$ cat config.mk
export PLATFORM = sky130hd
export DESIGN_NAME = tape_write_check_character_gen
export DESIGN_NICKNAME = d
export VERILOG_FILES = /design/src/rtl/check_register.sv /design/src/rtl/tape_write_check_character_gen.sv
export SDC_FILE = /design/constraint.sdc
export NUM_CORES = 1
export LEC_CHECK = 0
export ABC_AREA = 1
export BUFFER_PORTS_ARGS = -buffer_cell sky130_fd_sc_hd__clkbuf_2
export CAP_MARGIN = 20
export CORE_ASPECT_RATIO = 0.75
export CORE_MARGIN = 2
export CORE_UTILIZATION = 51
export DETAILED_ROUTE_END_ITERATION = 10
export PLACE_DENSITY = 0.82
export REMOVE_ABC_BUFFERS = 1
export SLEW_MARGIN = 20
export SYNTH_ARGS = -nofsm -noshare
export SYNTH_HDL_FRONTEND = slang
export SYNTH_HIERARCHICAL = 1
export SYNTH_SLANG_ARGS = --single-unit
$ cat constraint.sdc
create_clock -name pclk -period 2.6 [get_ports pclk]
set_input_delay 0.52 -clock pclk [delete_from_list [all_inputs] [get_ports pclk]]
set_output_delay 0.52 -clock pclk [all_outputs]
set_load 0.01 [all_outputs]
$ cat src/rtl/check_register.sv
// What this block does
// - Write register loads the bus byte when the end-tap readout clock falls.
// - Write-character request clears every write register stage.
// - Long-check state at count one forces bus bits P,0,1,2,4,5 high.
// - Count zero after last byte in finish/mark: strobe, force, preset four.
// - Preset strobe and check force end once the nonzero flag sets.
// - Buffer request rises; three blank slots, cyclic character in fourth.
// - After cyclic character, zero count gives long strobe and four-preset.
// - Long strobe with tape mark also sets count bit c: count eight.
// - Check register only builds the write character, never checks reads.
// - Data enters the check register only with forward direction selected.
// - Phase flip-flop toggles per check clock, cleared by general reset.
// - Check clock: early tap in readout, then end tap while phase set.
// - Shift with stage nine set: stages 4-7 complement, stage one sets.
// - Shift with stage nine clear: plain rotate, stage nine into one.
// - XOR phase loads each stage with itself XOR its data bit.
// - Check register is clear before the first byte of a record.
// - Cyclic character is final contents inverted except positions 4, 6.
package tape_check_pkg;
	localparam int unsigned  CHAR_W           = 9;
	localparam int unsigned  CNT_W            = 4;
	localparam logic [3:0]   CNT_RESET        = 4'h0;
	localparam logic [3:0]   CNT_CHECK_PRESET = 4'h4;
	localparam logic [3:0]   CNT_MARK_PRESET  = 4'h8;
	// Index 0 is parity P (stage one), index k is data bit k-1
	localparam logic [8:0]   LONG_FORCE_MASK  = 9'h06f;
	localparam logic [8:0]   CYC_KEEP_MASK    = 9'h028;
	localparam logic [8:0]   SHIFT_CMPL_MASK  = 9'h078;
	localparam logic [8:0]   CHAR_RESET       = 9'h000;
	localparam int unsigned  APB_AW           = 8;
	localparam logic [7:0]   OFF_CTRL         = 8'h00;
	localparam logic [7:0]   OFF_STATUS       = 8'h04;
	localparam logic [7:0]   OFF_CRC          = 8'h08;
	localparam logic [7:0]   OFF_WREG         = 8'h0c;
	localparam int unsigned  CTRL_WRITE       = 0;
	localparam int unsigned  CTRL_FWD         = 1;
	localparam int unsigned  CTRL_FIN         = 2;
	localparam int unsigned  CTRL_TM          = 3;
	localparam int unsigned  CTRL_START       = 4;
	localparam int unsigned  CTRL_GRESET      = 5;
	localparam logic [3:0]   CTRL_RESET       = 4'h0;
	localparam int unsigned  ST_STATE         = 0;
	localparam int unsigned  ST_COUNT         = 4;
	localparam int unsigned  ST_NZ            = 8;
	localparam int unsigned  ST_EQ1           = 9;
	localparam int unsigned  ST_BREQ          = 10;
	localparam int unsigned  ST_PHASE         = 11;
	localparam int unsigned  ST_DONE          = 12;
	typedef enum logic [2:0] {
		st_idle      = 3'b000,
		st_data      = 3'b001,
		st_cyc_wait  = 3'b010,
		st_long_wait = 3'b011,
		st_mark_wait = 3'b100
	} wr_state_e;
endpackage : tape_check_pkg

////////////////////////////////////////////////////////////////////////////////

module check_register #(
	parameter int unsigned W = tape_check_pkg::CHAR_W
) (
	input  wire logic         pclk,            // Clock
	input  wire logic         presetn,         // Async reset, low
	input  wire logic         clear,           // Clear all stages
	input  wire logic         shift_en,        // Shift-phase clock
	input  wire logic         xor_en,          // XOR-phase clock
	input  wire logic [W-1:0] check_input_bit, // Gated data bits
	output logic      [W-1:0] crc              // Stage contents
);
	logic [W-1:0] next_shift;
	logic         check_stage_nine;

	assign check_stage_nine = crc[W-1];

	// Stage nine feeds stage one; with it set, stages 4-7 invert
	genvar i;
	generate
		for (i = 0; i < W; i++) begin : g_stage
			if (i == 0) begin : g_first
				assign next_shift[i] = check_stage_nine;
			end else begin : g_rest
				assign next_shift[i] = crc[i-1] ^
					(check_stage_nine & tape_check_pkg::SHIFT_CMPL_MASK[i]);
			end
		end
	endgenerate

	always_ff @(posedge pclk or negedge presetn) begin
		if (!presetn) begin
			crc <= tape_check_pkg::CHAR_RESET;
		end else if (clear) begin
			crc <= tape_check_pkg::CHAR_RESET;
		end else if (shift_en) begin
			crc <= next_shift;
		end else if (xor_en) begin
			crc <= crc ^ check_input_bit;
		end
	end
endmodule : check_register

$ cat src/rtl/tape_write_check_character_gen.sv
module tape_write_check_character_gen (
	input  wire logic        pclk,                     // Clock, 50 MHz
	input  wire logic        presetn,                  // Async reset, low
	input  wire logic        psel,                     // APB select
	input  wire logic        penable,                  // APB enable
	input  wire logic        pwrite,                   // APB direction
	input  wire logic [7:0]  paddr,                    // APB byte address
	input  wire logic [31:0] pwdata,                   // APB write data
	output logic      [31:0] prdata,                   // APB read data
	output logic             pready,                   // APB ready
	output logic             pslverr,                  // APB error
	input  wire logic [8:0]  bus_data_bit,             // Internal data bus
	input  wire logic        mem_readout_mode,         // Readout memory mode
	input  wire logic        delay_early_tap,          // Early delay tap
	input  wire logic        delay_end_tap,            // End delay tap
	input  wire logic        write_char_request,       // Write char request
	input  wire logic        readout_request_ff,       // Readout request
	input  wire logic        no_priority,              // No fill priority
	input  wire logic        byte_stored,              // Fill added a byte
	output logic      [8:0]  station_write_bits,       // To tape station
	output logic             buffer_request,           // Buffer wants bytes
	output logic             cyc_check_timing_strobe,  // Cyclic preset
	output logic             long_check_timing_strobe, // Long preset
	output logic             check_force,              // Check char force
	output logic             count_bit_a,              // Counter bit a
	output logic             count_bit_b,              // Counter bit b
	output logic             count_bit_c,              // Counter bit c
	output logic             count_nonzero_flag,       // Count not zero
	output logic             count_zero_flag,          // Count zero
	output logic             count_equals_one,         // Count is one
	output logic             not_writing_cyc_check,    // Not cyclic slot
	output logic             long_check_write_state    // Long-check state
);

	////////////////////////////////////////////////////////////////////////
	// Declarations

	tape_check_pkg::wr_state_e state;
	tape_check_pkg::wr_state_e next_state;

	logic [3:0] ctrl;
	logic       write_mode;
	logic       forward_select;
	logic       finish_request;
	logic       tape_mark_request;
	logic       start_pulse;
	logic       general_reset;
	logic       seq_done;
	logic       byte_seen;

	logic       apb_write;
	logic       apb_setup;
	logic       addr_hit;
	logic [31:0] next_rdata;
	logic [31:0] status_word;

	logic [3:0] count;
	logic [3:0] next_count;
	logic [3:0] count_less_one;

	logic       readout_clk;
	logic       readout_clk_d;
	logic       readout_fall;
	logic       check_clk;
	logic       check_clk_d;
	logic       check_fall;
	logic       phase;
	logic       shift_en;
	logic       xor_en;

	logic [8:0] crc;
	logic [8:0] check_input_bit;
	logic [8:0] next_wreg;
	logic [8:0] write_reg;

	////////////////////////////////////////////////////////////////////////
	// APB slave: zero wait states, unmapped address answers with pslverr

	assign pready    = 1'b1;
	assign apb_setup = psel & ~penable;
	assign apb_write = psel & penable & pwrite;
	assign addr_hit  = (paddr == tape_check_pkg::OFF_CTRL)   |
	                   (paddr == tape_check_pkg::OFF_STATUS) |
	                   (paddr == tape_check_pkg::OFF_CRC)    |
	                   (paddr == tape_check_pkg::OFF_WREG);
	assign pslverr   = psel & penable & ~addr_hit;

	assign write_mode        = ctrl[tape_check_pkg::CTRL_WRITE];
	assign forward_select    = ctrl[tape_check_pkg::CTRL_FWD];
	assign finish_request    = ctrl[tape_check_pkg::CTRL_FIN];
	assign tape_mark_request = ctrl[tape_check_pkg::CTRL_TM];

	// Start and general reset are write-one pulses, never stored
	assign start_pulse   = apb_write & (paddr == tape_check_pkg::OFF_CTRL) &
	                       pwdata[tape_check_pkg::CTRL_START];
	assign general_reset = apb_write & (paddr == tape_check_pkg::OFF_CTRL) &
	                       pwdata[tape_check_pkg::CTRL_GRESET];

	always_ff @(posedge pclk or negedge presetn) begin
		if (!presetn) begin
			ctrl <= tape_check_pkg::CTRL_RESET;
		end else if (apb_write && paddr == tape_check_pkg::OFF_CTRL) begin
			ctrl <= pwdata[3:0];
		end
	end

	always_comb begin
		status_word = 32'h0000_0000;
		status_word[tape_check_pkg::ST_STATE +: 3] = state;
		status_word[tape_check_pkg::ST_COUNT +: 4] = count;
		status_word[tape_check_pkg::ST_NZ]         = count_nonzero_flag;
		status_word[tape_check_pkg::ST_EQ1]        = count_equals_one;
		status_word[tape_check_pkg::ST_BREQ]       = buffer_request;
		status_word[tape_check_pkg::ST_PHASE]      = phase;
		status_word[tape_check_pkg::ST_DONE]       = seq_done;
	end

	always_comb begin
		next_rdata = 32'h0000_0000;
		case (paddr)
			tape_check_pkg::OFF_CTRL: begin
				next_rdata[3:0] = ctrl;
			end
			tape_check_pkg::OFF_STATUS: begin
				next_rdata = status_word;
			end
			tape_check_pkg::OFF_CRC: begin
				next_rdata[8:0] = crc;
			end
			tape_check_pkg::OFF_WREG: begin
				next_rdata[8:0] = write_reg;
			end
			default: begin
				next_rdata = 32'h0000_0000;
			end
		endcase
	end

	// Read data is captured in the setup cycle so it stands from a flop
	always_ff @(posedge pclk or negedge presetn) begin
		if (!presetn) begin
			prdata <= 32'h0000_0000;
		end else if (apb_setup) begin
			prdata <= next_rdata;
		end
	end

	////////////////////////////////////////////////////////////////////////
	// Delay-line phases turned into single-cycle events on their fall

	assign readout_clk = delay_end_tap & mem_readout_mode;
	assign check_clk   = (delay_early_tap & not_writing_cyc_check &
	                      readout_request_ff & no_priority) |
	                     (phase & delay_end_tap);

	always_ff @(posedge pclk or negedge presetn) begin
		if (!presetn) begin
			readout_clk_d <= 1'b0;
			check_clk_d   <= 1'b0;
		end else begin
			readout_clk_d <= readout_clk;
			check_clk_d   <= check_clk;
		end
	end

	assign readout_fall = readout_clk_d & ~readout_clk;
	assign check_fall   = check_clk_d & ~check_clk;

	////////////////////////////////////////////////////////////////////////
	// Memory character counter; nonzero flag is what ends each preset

	assign count_nonzero_flag = (count != tape_check_pkg::CNT_RESET);
	assign count_zero_flag    = ~count_nonzero_flag;
	assign count_less_one     = count - 4'h1;
	assign count_bit_a        = count_nonzero_flag & count_less_one[0];
	assign count_bit_b        = count_nonzero_flag & count_less_one[1];
	assign count_bit_c        = count_nonzero_flag & count_less_one[2];
	assign count_equals_one   = count_nonzero_flag & ~count_bit_a &
	                            ~count_bit_b & ~count_bit_c;
	assign buffer_request     = write_mode & ~count_bit_c;

	// Strobes are combinational on a zero count; the preset that they make
	// raises the nonzero flag on the next edge, which drops them again
	assign cyc_check_timing_strobe = (state == tape_check_pkg::st_data) &
	                                 count_zero_flag & byte_seen &
	                                 not_writing_cyc_check & write_mode &
	                                 (finish_request | tape_mark_request);
	assign long_check_timing_strobe =
		((state == tape_check_pkg::st_cyc_wait) & count_zero_flag) |
		((state == tape_check_pkg::st_long_wait) & count_zero_flag &
		 tape_mark_request);
	assign check_force = cyc_check_timing_strobe |
	                     long_check_timing_strobe;

	always_comb begin
		next_count = count;
		if (long_check_timing_strobe &&
		    state == tape_check_pkg::st_long_wait) begin
			next_count = tape_check_pkg::CNT_MARK_PRESET;
		end else if (check_force) begin
			next_count = tape_check_pkg::CNT_CHECK_PRESET;
		end else if (byte_stored && !(readout_fall && count_nonzero_flag)) begin
			next_count = count + 4'h1;
		end else if (!byte_stored && readout_fall && count_nonzero_flag) begin
			next_count = count_less_one;
		end
	end

	always_ff @(posedge pclk or negedge presetn) begin
		if (!presetn) begin
			count <= tape_check_pkg::CNT_RESET;
		end else if (start_pulse) begin
			count <= tape_check_pkg::CNT_RESET;
		end else begin
			count <= next_count;
		end
	end

	////////////////////////////////////////////////////////////////////////
	// Record sequence

	assign not_writing_cyc_check  = (state != tape_check_pkg::st_cyc_wait);
	assign long_check_write_state = (state == tape_check_pkg::st_long_wait);

	always_comb begin
		next_state = state;
		case (state)
			tape_check_pkg::st_idle: begin
				if (start_pulse && write_mode) begin
					next_state = tape_check_pkg::st_data;
				end
			end
			tape_check_pkg::st_data: begin
				if (cyc_check_timing_strobe) begin
					next_state = tape_check_pkg::st_cyc_wait;
				end
			end
			tape_check_pkg::st_cyc_wait: begin
				if (long_check_timing_strobe) begin
					next_state = tape_check_pkg::st_long_wait;
				end
			end
			tape_check_pkg::st_long_wait: begin
				if (long_check_timing_strobe) begin
					next_state = tape_check_pkg::st_mark_wait;
				end else if (count_zero_flag) begin
					next_state = tape_check_pkg::st_idle;
				end
			end
			tape_check_pkg::st_mark_wait: begin
				if (count_zero_flag) begin
					next_state = tape_check_pkg::st_idle;
				end
			end
			default: begin
				next_state = tape_check_pkg::st_idle;
			end
		endcase
	end

	always_ff @(posedge pclk or negedge presetn) begin
		if (!presetn) begin
			state <= tape_check_pkg::st_idle;
		end else if (general_reset) begin
			state <= tape_check_pkg::st_idle;
		end else begin
			state <= next_state;
		end
	end

	// Done sets when the sequence returns to idle, not on a general reset; a start in the same cycle loses to it
	always_ff @(posedge pclk or negedge presetn) begin
		if (!presetn) begin
			seq_done <= 1'b0;
		end else if (state != tape_check_pkg::st_idle &&
		             next_state == tape_check_pkg::st_idle) begin
			seq_done <= 1'b1;
		end else if (start_pulse) begin
			seq_done <= 1'b0;
		end
	end

	// Guards against a record that ends before any byte was read out
	always_ff @(posedge pclk or negedge presetn) begin
		if (!presetn) begin
			byte_seen <= 1'b0;
		end else if (start_pulse) begin
			byte_seen <= 1'b0;
		end else if (readout_fall && state == tape_check_pkg::st_data) begin
			byte_seen <= 1'b1;
		end
	end

	////////////////////////////////////////////////////////////////////////
	// Cyclic check register with its shift/XOR phase

	assign shift_en = check_fall & ~phase & write_mode;
	assign xor_en   = check_fall & phase & write_mode;
	assign check_input_bit = bus_data_bit & {9{forward_select & write_mode}};

	always_ff @(posedge pclk or negedge presetn) begin
		if (!presetn) begin
			phase <= 1'b0;
		end else if (general_reset || start_pulse) begin
			phase <= 1'b0;
		end else if (check_fall) begin
			phase <= ~phase;
		end
	end

	check_register #(
		.W (tape_check_pkg::CHAR_W)
	) u_check_register (
		.pclk            (pclk),
		.presetn         (presetn),
		.clear           (start_pulse),
		.shift_en        (shift_en),
		.xor_en          (xor_en),
		.check_input_bit (check_input_bit),
		.crc             (crc)
	);

	////////////////////////////////////////////////////////////////////////
	// Write register toward the station; blank slots send zeros

	always_comb begin
		next_wreg = tape_check_pkg::CHAR_RESET;
		case (state)
			tape_check_pkg::st_data: begin
				next_wreg = bus_data_bit;
			end
			tape_check_pkg::st_cyc_wait: begin
				if (count_equals_one) begin
					next_wreg = crc ^ ~tape_check_pkg::CYC_KEEP_MASK;
				end
			end
			tape_check_pkg::st_long_wait: begin
				if (count_equals_one) begin
					next_wreg = bus_data_bit |
					            tape_check_pkg::LONG_FORCE_MASK;
				end
			end
			tape_check_pkg::st_mark_wait: begin
				if (count_equals_one) begin
					next_wreg = bus_data_bit;
				end
			end
			default: begin
				next_wreg = tape_check_pkg::CHAR_RESET;
			end
		endcase
	end

	// Clear wins over load so a stage only holds a one until the next request
	always_ff @(posedge pclk or negedge presetn) begin
		if (!presetn) begin
			write_reg <= tape_check_pkg::CHAR_RESET;
		end else if (write_char_request) begin
			write_reg <= tape_check_pkg::CHAR_RESET;
		end else if (readout_fall && write_mode) begin
			write_reg <= next_wreg;
		end
	end

	// Station samples these on its own deskewed clock
	assign station_write_bits = write_reg;

endmodule : tape_write_check_character_gen

==> impl_metrics.py, run 1 <==
metrics = {
    "critical_path": {
        "cp-start-kind": "flop",
        "crit_path_max_incr_delay_ns": 0.42,
        "cp_num_buf_inv": 3,
        "slowest_stage": "dfrtp_1",
        "crit_required_ns": 2.08,
        "timing.rr.start": "state[2]",
        "path_max_fanout": 11,
        "timing.rr.end": "u_check_register/crc[4]",
        "worstSetupEndpointType": "output port",
        "crit_family": "buffers and inverters",
        "critPathArrivalTime_ns": 1.91,
        "r2r_cells": 10,
        "startpoint": "count[1]",
        "rrSetupSlack_ns": 0.27,
        "critPathKind": "flop to output port",
        "crit_chain": "inv_1 -> ha_2 -> nand3_4 -> nand2_2 -> nand2_4 -> inv_2 -> clkbuf_2",
    },
    "grt": {
        "grt_pass1_wl_um": 14600,
        "grt_max_degree": 26,
        "grt_pass1_vias": 3107,
        "antenna_found_initial": 0,
        "grt_overflow_total": 0,
        "track_usage": 0.255,
    },
    "layout": {
        "multi_input_comb_area_mm2": 0.00180,
        "final_common_cell": "nand2_1",
        "stdcell_area_mm2": 0.00382,
        "area_growth_pct": 13.0,
        "fill_cells": 604,
        "register_area_mm2": 0.00118,
        "drive_gt1_frac": 0.234,
        "nNetsFinal": 626,
        "n_antenna_cell": 0,
        "final_cell_mix": "nand2_1 (159), clkbuf_2 (69), inv_1 (59), dfrtp_1 (47), nor2_1 (44)",
    },
    "sta": {
        "fmax_ghz": 0.412,
        "finalHoldViolations": 0,
        "layout_setup_ws_ns": 0.173,
        "finClkSkew_ns": 0.00915,
        "fin_setup_tns_ns": 0,
        "finalMaxSlewViolations": 0,
        "worst_pin_slew_ns": 0.610,
        "relSlewSlack": 0.591,
        "finalSetupViolCount": 0,
        "finalCritPeriodShare": 0.934,
        "period_minus_slack_ns": 2.43,
        "rsz0062_at_grt": "no",
    },
    "detailed_routing": {
        "via_per_inst": 5.23,
        "antenna_left": 0,
        "drc": 0,
        "wirelength_um": 8930,
        "drt-pass1-iter-count": 6,
        "wire_per_inst_um": 13.9,
        "num_vias": 3370,
        "drt_iter0_markers": 351,
    },
    "power_and_ir_drop": {
        "power.leakage_nw": 2.20,
        "peakVddDrop_mv": 0.360,
        "power_density_mw_per_mm2": 520,
    },
    "run": {
        "maxCapViolCount": 0,
    },
    "die": {
        "core_area_mm2": 0.00635,
        "initial_utilization": 0.533,
        "die-area_mm2": 0.00731,
        "fp.dieH_um": 74.5,
        "io_pins": 116,
        "rows": 25,
        "die_x_um": 98.1,
    },
    "synth": {
        "yosysWarningCount": 6,
        "mappedNetlistArea_mm2": 0.00338,
        "synthCells": 490,
        "ys_seq_area_frac": 0.348,
        "ys_ff_latch": 47,
        "post_synth.cell_area_avg_um2": 6.90,
        "ys_types": 34,
    },
    "clocking": {
        "cts_max_level": 2,
        "postCtsHoldBufs": 0,
        "cts_setup_buffers": 0,
        "cts-root-buf": "clkbuf_8",
        "clk_latency_ns": 0.31,
        "cts_tree": "yes",
        "cts_buffer_depth": 2,
        "cts.clk_slew.worst_paths_ns": 0.09,
        "cts_num_sinks": 47,
        "cts_resized": 0,
        "cts_buffers": 5,
    },
    "hold_path": {
        "min_path_type": "primary input to async pin",
    },
    "place": {
        "gp_congestion": 0.911,
        "portBuffers": 69,
        "place_area_mm2": 0.00374,
        "dpl.hpwl_um": 7020,
        "preCtsSetupSlack_ns": 0.328,
    },
    "status": {
        "status": "completed",
    },
}
-- power breakdown --
group | total [W] | switching (W) | internal, W
combinational | 0.000659 | 0.000423 | 0.000236
sequential | 0.000879 | 0.0000868 | 0.000792
clock | 0.000450 | 0.000262 | 0.000188
total | 0.00199 | 0.000772 | 0.00122
-- cells in the mapped netlist, drive strengths merged --
cell | n | area share
o21ai | 30 | 0.045
xor2 | 1 | 0.0026
nand2 | 169 | 0.20
ha | 3 | 0.011
nand3b | 1 | 0.0022
xnor2 | 7 | 0.018
inv | 71 | 0.079
mux2 | 4 | 0.013
o21bai | 1 | 0.0055
o211ai | 7 | 0.018
nor2 | 54 | 0.076
buf | 27 | 0.061
conb | 2 | 0.0022
nand3 | 45 | 0.072
dfrtp | 47 | 0.35
a211oi | 1 | 0.0022
nand4 | 4 | 0.0074
a21oi | 6 | 0.011
nor3 | 8 | 0.023
clkbuf | 2 | 0.0022
-- registers in the layout (all words and copies together) (netlist names) --
register	flops
ctrl	4
check_clk_d	1
state	3
phase	1
readout_clk_d	1
seq_done	1
byte_seen	1
prdata	13
u_check_register/crc	9
count	4
station_write_bits	9
-- cell type report --
class                      count  area share
timing repair buffer          76       0.104
tap                           81      0.0265
clock inverter                 2     0.00327
clock buffer                   6      0.0190
multi-input combinational    361       0.470
sequential                    47       0.308
inverter                      71      0.0697
-- per-layer routing --
metal | routed length (um) | vias to the layer above | global-route usage | part of all wire
met4 | 204 | 0 | 0.0910 | 0.023
met2 | 3960 | 184 | 0.411 | 0.44
li1 | - | 1631 | - | -
met3 | 877 | 21 | 0.0639 | 0.098
met1 | 3890 | 1534 | 0.342 | 0.44
met5 | 0 | - | 0 | 0
-- cell families (layout without fill, tap and decap cells) --
logic type / after synthesis / count (layout) / synth area share
other: 2 / 20 / 0.00222
buffers and inverters: 100 / 155 / 0.142
xor gates and xnor gates: 8 / 8 / 0.0207
muxes: 4 / 4 / 0.0133
DFF: 47 / 47 / 0.348
adders and majority gates: 3 / 3 / 0.0111
AOI/OAI and AO/OA: 45 / 45 / 0.0828
and+or+nand+nor: 281 / 281 / 0.380
-- metrics by stage --
step / total power [W] / cells / hold WS [ns] / util
final: 0.00199 / 644 / 0.189 / 0.602
after global routing: 0.00212 / 644 / 0.209 / 0.602
after CTS: 0.00198 / 644 / 0.207 / 0.602
after detailed placement: 0.00154 / 636 / 0.470 / 0.588
after global placement: 0.00152 / 636 / 0.463 / 0.588
after floorplan: 0.00132 / 479 / 0.224 / -
-- worst max-delay path by stage --
stage | end | slack [ns] | cells after the start
6_report | count_equals_one | 0.17 | 7
3_3_place_gp | count_equals_one | 0.45 | 7
3_5_place_dp | u_check_register/crc[3] | 0.33 | 10
5_1_grt | u_check_register/crc[7] | 0.03 | 10
2_1_floorplan | u_check_register/crc[0] | 0.44 | 10
4_1_cts | count_equals_one | 0.08 | 7
No activity file was read; power rests on OpenSTA's default activity.
==> run 2: changes to the inputs <==
Settings changed: CTS_BUF_LIST set to sky130_fd_sc_hd__clkbuf_8 sky130_fd_sc_hd__clkbuf_16.
==> impl_metrics.py, run 2 (synthesis gave the netlist of run 1 again) <==
metrics = {
    "status": {
        "status": "completed",
    },
    "clocking": {
        "cts_setup_buffers": 0,
        "clk_latency_ns": 0.31,
        "cts-root-buf": "clkbuf_8",
        "cts.clk_slew.worst_paths_ns": 0.09,
        "cts_tree": "yes",
        "cts_buffers": 5,
        "cts_max_level": 2,
        "cts_buffer_depth": 2,
        "cts_num_sinks": 47,
        "cts_resized": 0,
        "postCtsHoldBufs": 0,
    },
    "layout": {
        "nNetsFinal": 626,
        "final_cell_mix": "nand2_1 (159), clkbuf_2 (69), inv_1 (60), dfrtp_1 (47), nor2_1 (44)",
        "regMostFlops": "prdata",
        "largest_reg_flops": 13,
        "area_growth_pct": 13.0,
        "layoutNonFillerInstCount": 644,
        "fin_util": 0.602,
        "final_common_cell": "nand2_1",
        "n_antenna_cell": 0,
        "drive_gt1_frac": 0.234,
        "stdcell_area_mm2": 0.00382,
    },
    "sta": {
        "finClkSkew_ns": 0.00884,
        "finalHoldViolations": 0,
        "finalSetupViolCount": 0,
        "period_minus_slack_ns": 2.43,
        "finalMaxSlewViolations": 0,
        "rsz0062_at_grt": "no",
        "hold_ws_ns": 0.191,
        "fmax_ghz": 0.412,
        "finalCritPeriodShare": 0.934,
        "fin_setup_tns_ns": 0,
        "relSlewSlack": 0.590,
        "worst_pin_slew_ns": 0.612,
    },
    "detailed_routing": {
        "via_per_inst": 5.20,
        "antenna_left": 0,
        "drc": 0,
        "num_vias": 3351,
        "drt-pass1-iter-count": 6,
        "drt_iter0_markers": 343,
        "wirelength_um": 8930,
        "wire_per_inst_um": 13.9,
    },
    "place": {
        "place_area_mm2": 0.00374,
        "dpl.hpwl_um": 7020,
        "gp_congestion": 0.911,
        "portBuffers": 69,
        "dp.cells": 636,
    },
    "die": {
        "fp.dieH_um": 74.5,
        "die-area_mm2": 0.00731,
        "rows": 25,
        "initial_utilization": 0.533,
        "core_area_mm2": 0.00635,
        "io_pins": 116,
        "die_x_um": 98.1,
    },
    "grt": {
        "grt_pass1_wl_um": 14600,
        "track_usage": 0.255,
        "grt_max_degree": 26,
        "grt_overflow_total": 0,
        "antenna_found_initial": 0,
        "grt_pass1_vias": 3106,
    },
    "power_and_ir_drop": {
        "peakVddDrop_mv": 0.360,
        "power_density_mw_per_mm2": 518,
        "power.leakage_nw": 2.21,
    },
    "critical_path": {
        "startpoint": "count[1]",
        "path_max_fanout": 11,
        "rrSetupSlack_ns": 0.25,
        "crit_path_max_incr_delay_ns": 0.42,
        "setup.worst_path.end": "count_equals_one",
        "r2r_cells": 10,
        "critPathKind": "flop to output port",
        "cp-start-kind": "flop",
        "timing.rr.end": "u_check_register/crc[4]",
        "slowest_stage": "dfrtp_1",
        "critPathArrivalTime_ns": 1.91,
        "timing.rr.start": "state[2]",
        "crit_required_ns": 2.08,
        "worstSetupEndpointType": "output port",
        "crit_chain": "inv_1 -> ha_2 -> nand3_4 -> nand2_2 -> nand2_4 -> inv_2 -> clkbuf_2",
    },
    "hold_path": {
        "min_path_type": "primary input to async pin",
    },
    "run": {
        "maxCapViolCount": 0,
    },
}
-- run 2: report_power, final --
group | internal [W] | total [W] | switching, W
sequential | 0.000792 | 0.000879 | 0.0000870
combinational | 0.000236 | 0.000659 | 0.000423
clock | 0.000185 | 0.000445 | 0.000260
-- run 2: worst min path at each step --
stage / endpoint / startpoint
3_3_place_gp: prdata[2] / prdata[2]
6_report: station_write_bits[2] / presetn
5_1_grt: station_write_bits[0] / presetn
4_1_cts: station_write_bits[2] / presetn
3_5_place_dp: prdata[6] / prdata[6]
2_1_floorplan: byte_seen / presetn
-- run 2: area by class of cell --
| cell class | instances | area [um^2] |
|---|---|---|
| fill | 604 | 2530 |
| multi-input combinational | 361 | 1800 |
| sequential | 47 | 1180 |
| timing repair buffer | 76 | 398 |
| inverter | 71 | 267 |
| tap | 81 | 101 |
| clock buffer | 5 | 68.8 |
| clock inverter | 3 | 16.3 |
-- run 2: routing by layer --
layer / routed length, um / up-vias / part of all wire / GRT usage
li1: - / 1630 / - / -
met1: 3900 / 1518 / 0.44 / 0.343
met2: 3970 / 180 / 0.44 / 0.409
met3: 858 / 23 / 0.096 / 0.0639
met4: 199 / 0 / 0.022 / 0.0910
met5: 0 / - / 0 / 0
-- run 2: critical path, delay by kind of cell (launching register included) --
family	cells	cell delay, ns
fa+ha+maj	1	0.28
simple gates	3	0.40
flops	1	0.42
buf+inv	3	0.52
-- run 2: stage by stage --
stage          total power, W  setup WS (ns)
2_1_floorplan         0.00132          0.439
3_3_place_gp          0.00152          0.453
3_5_place_dp          0.00154          0.328
4_1_cts               0.00198         0.0763
5_1_grt               0.00211         0.0262
6_report              0.00198          0.172
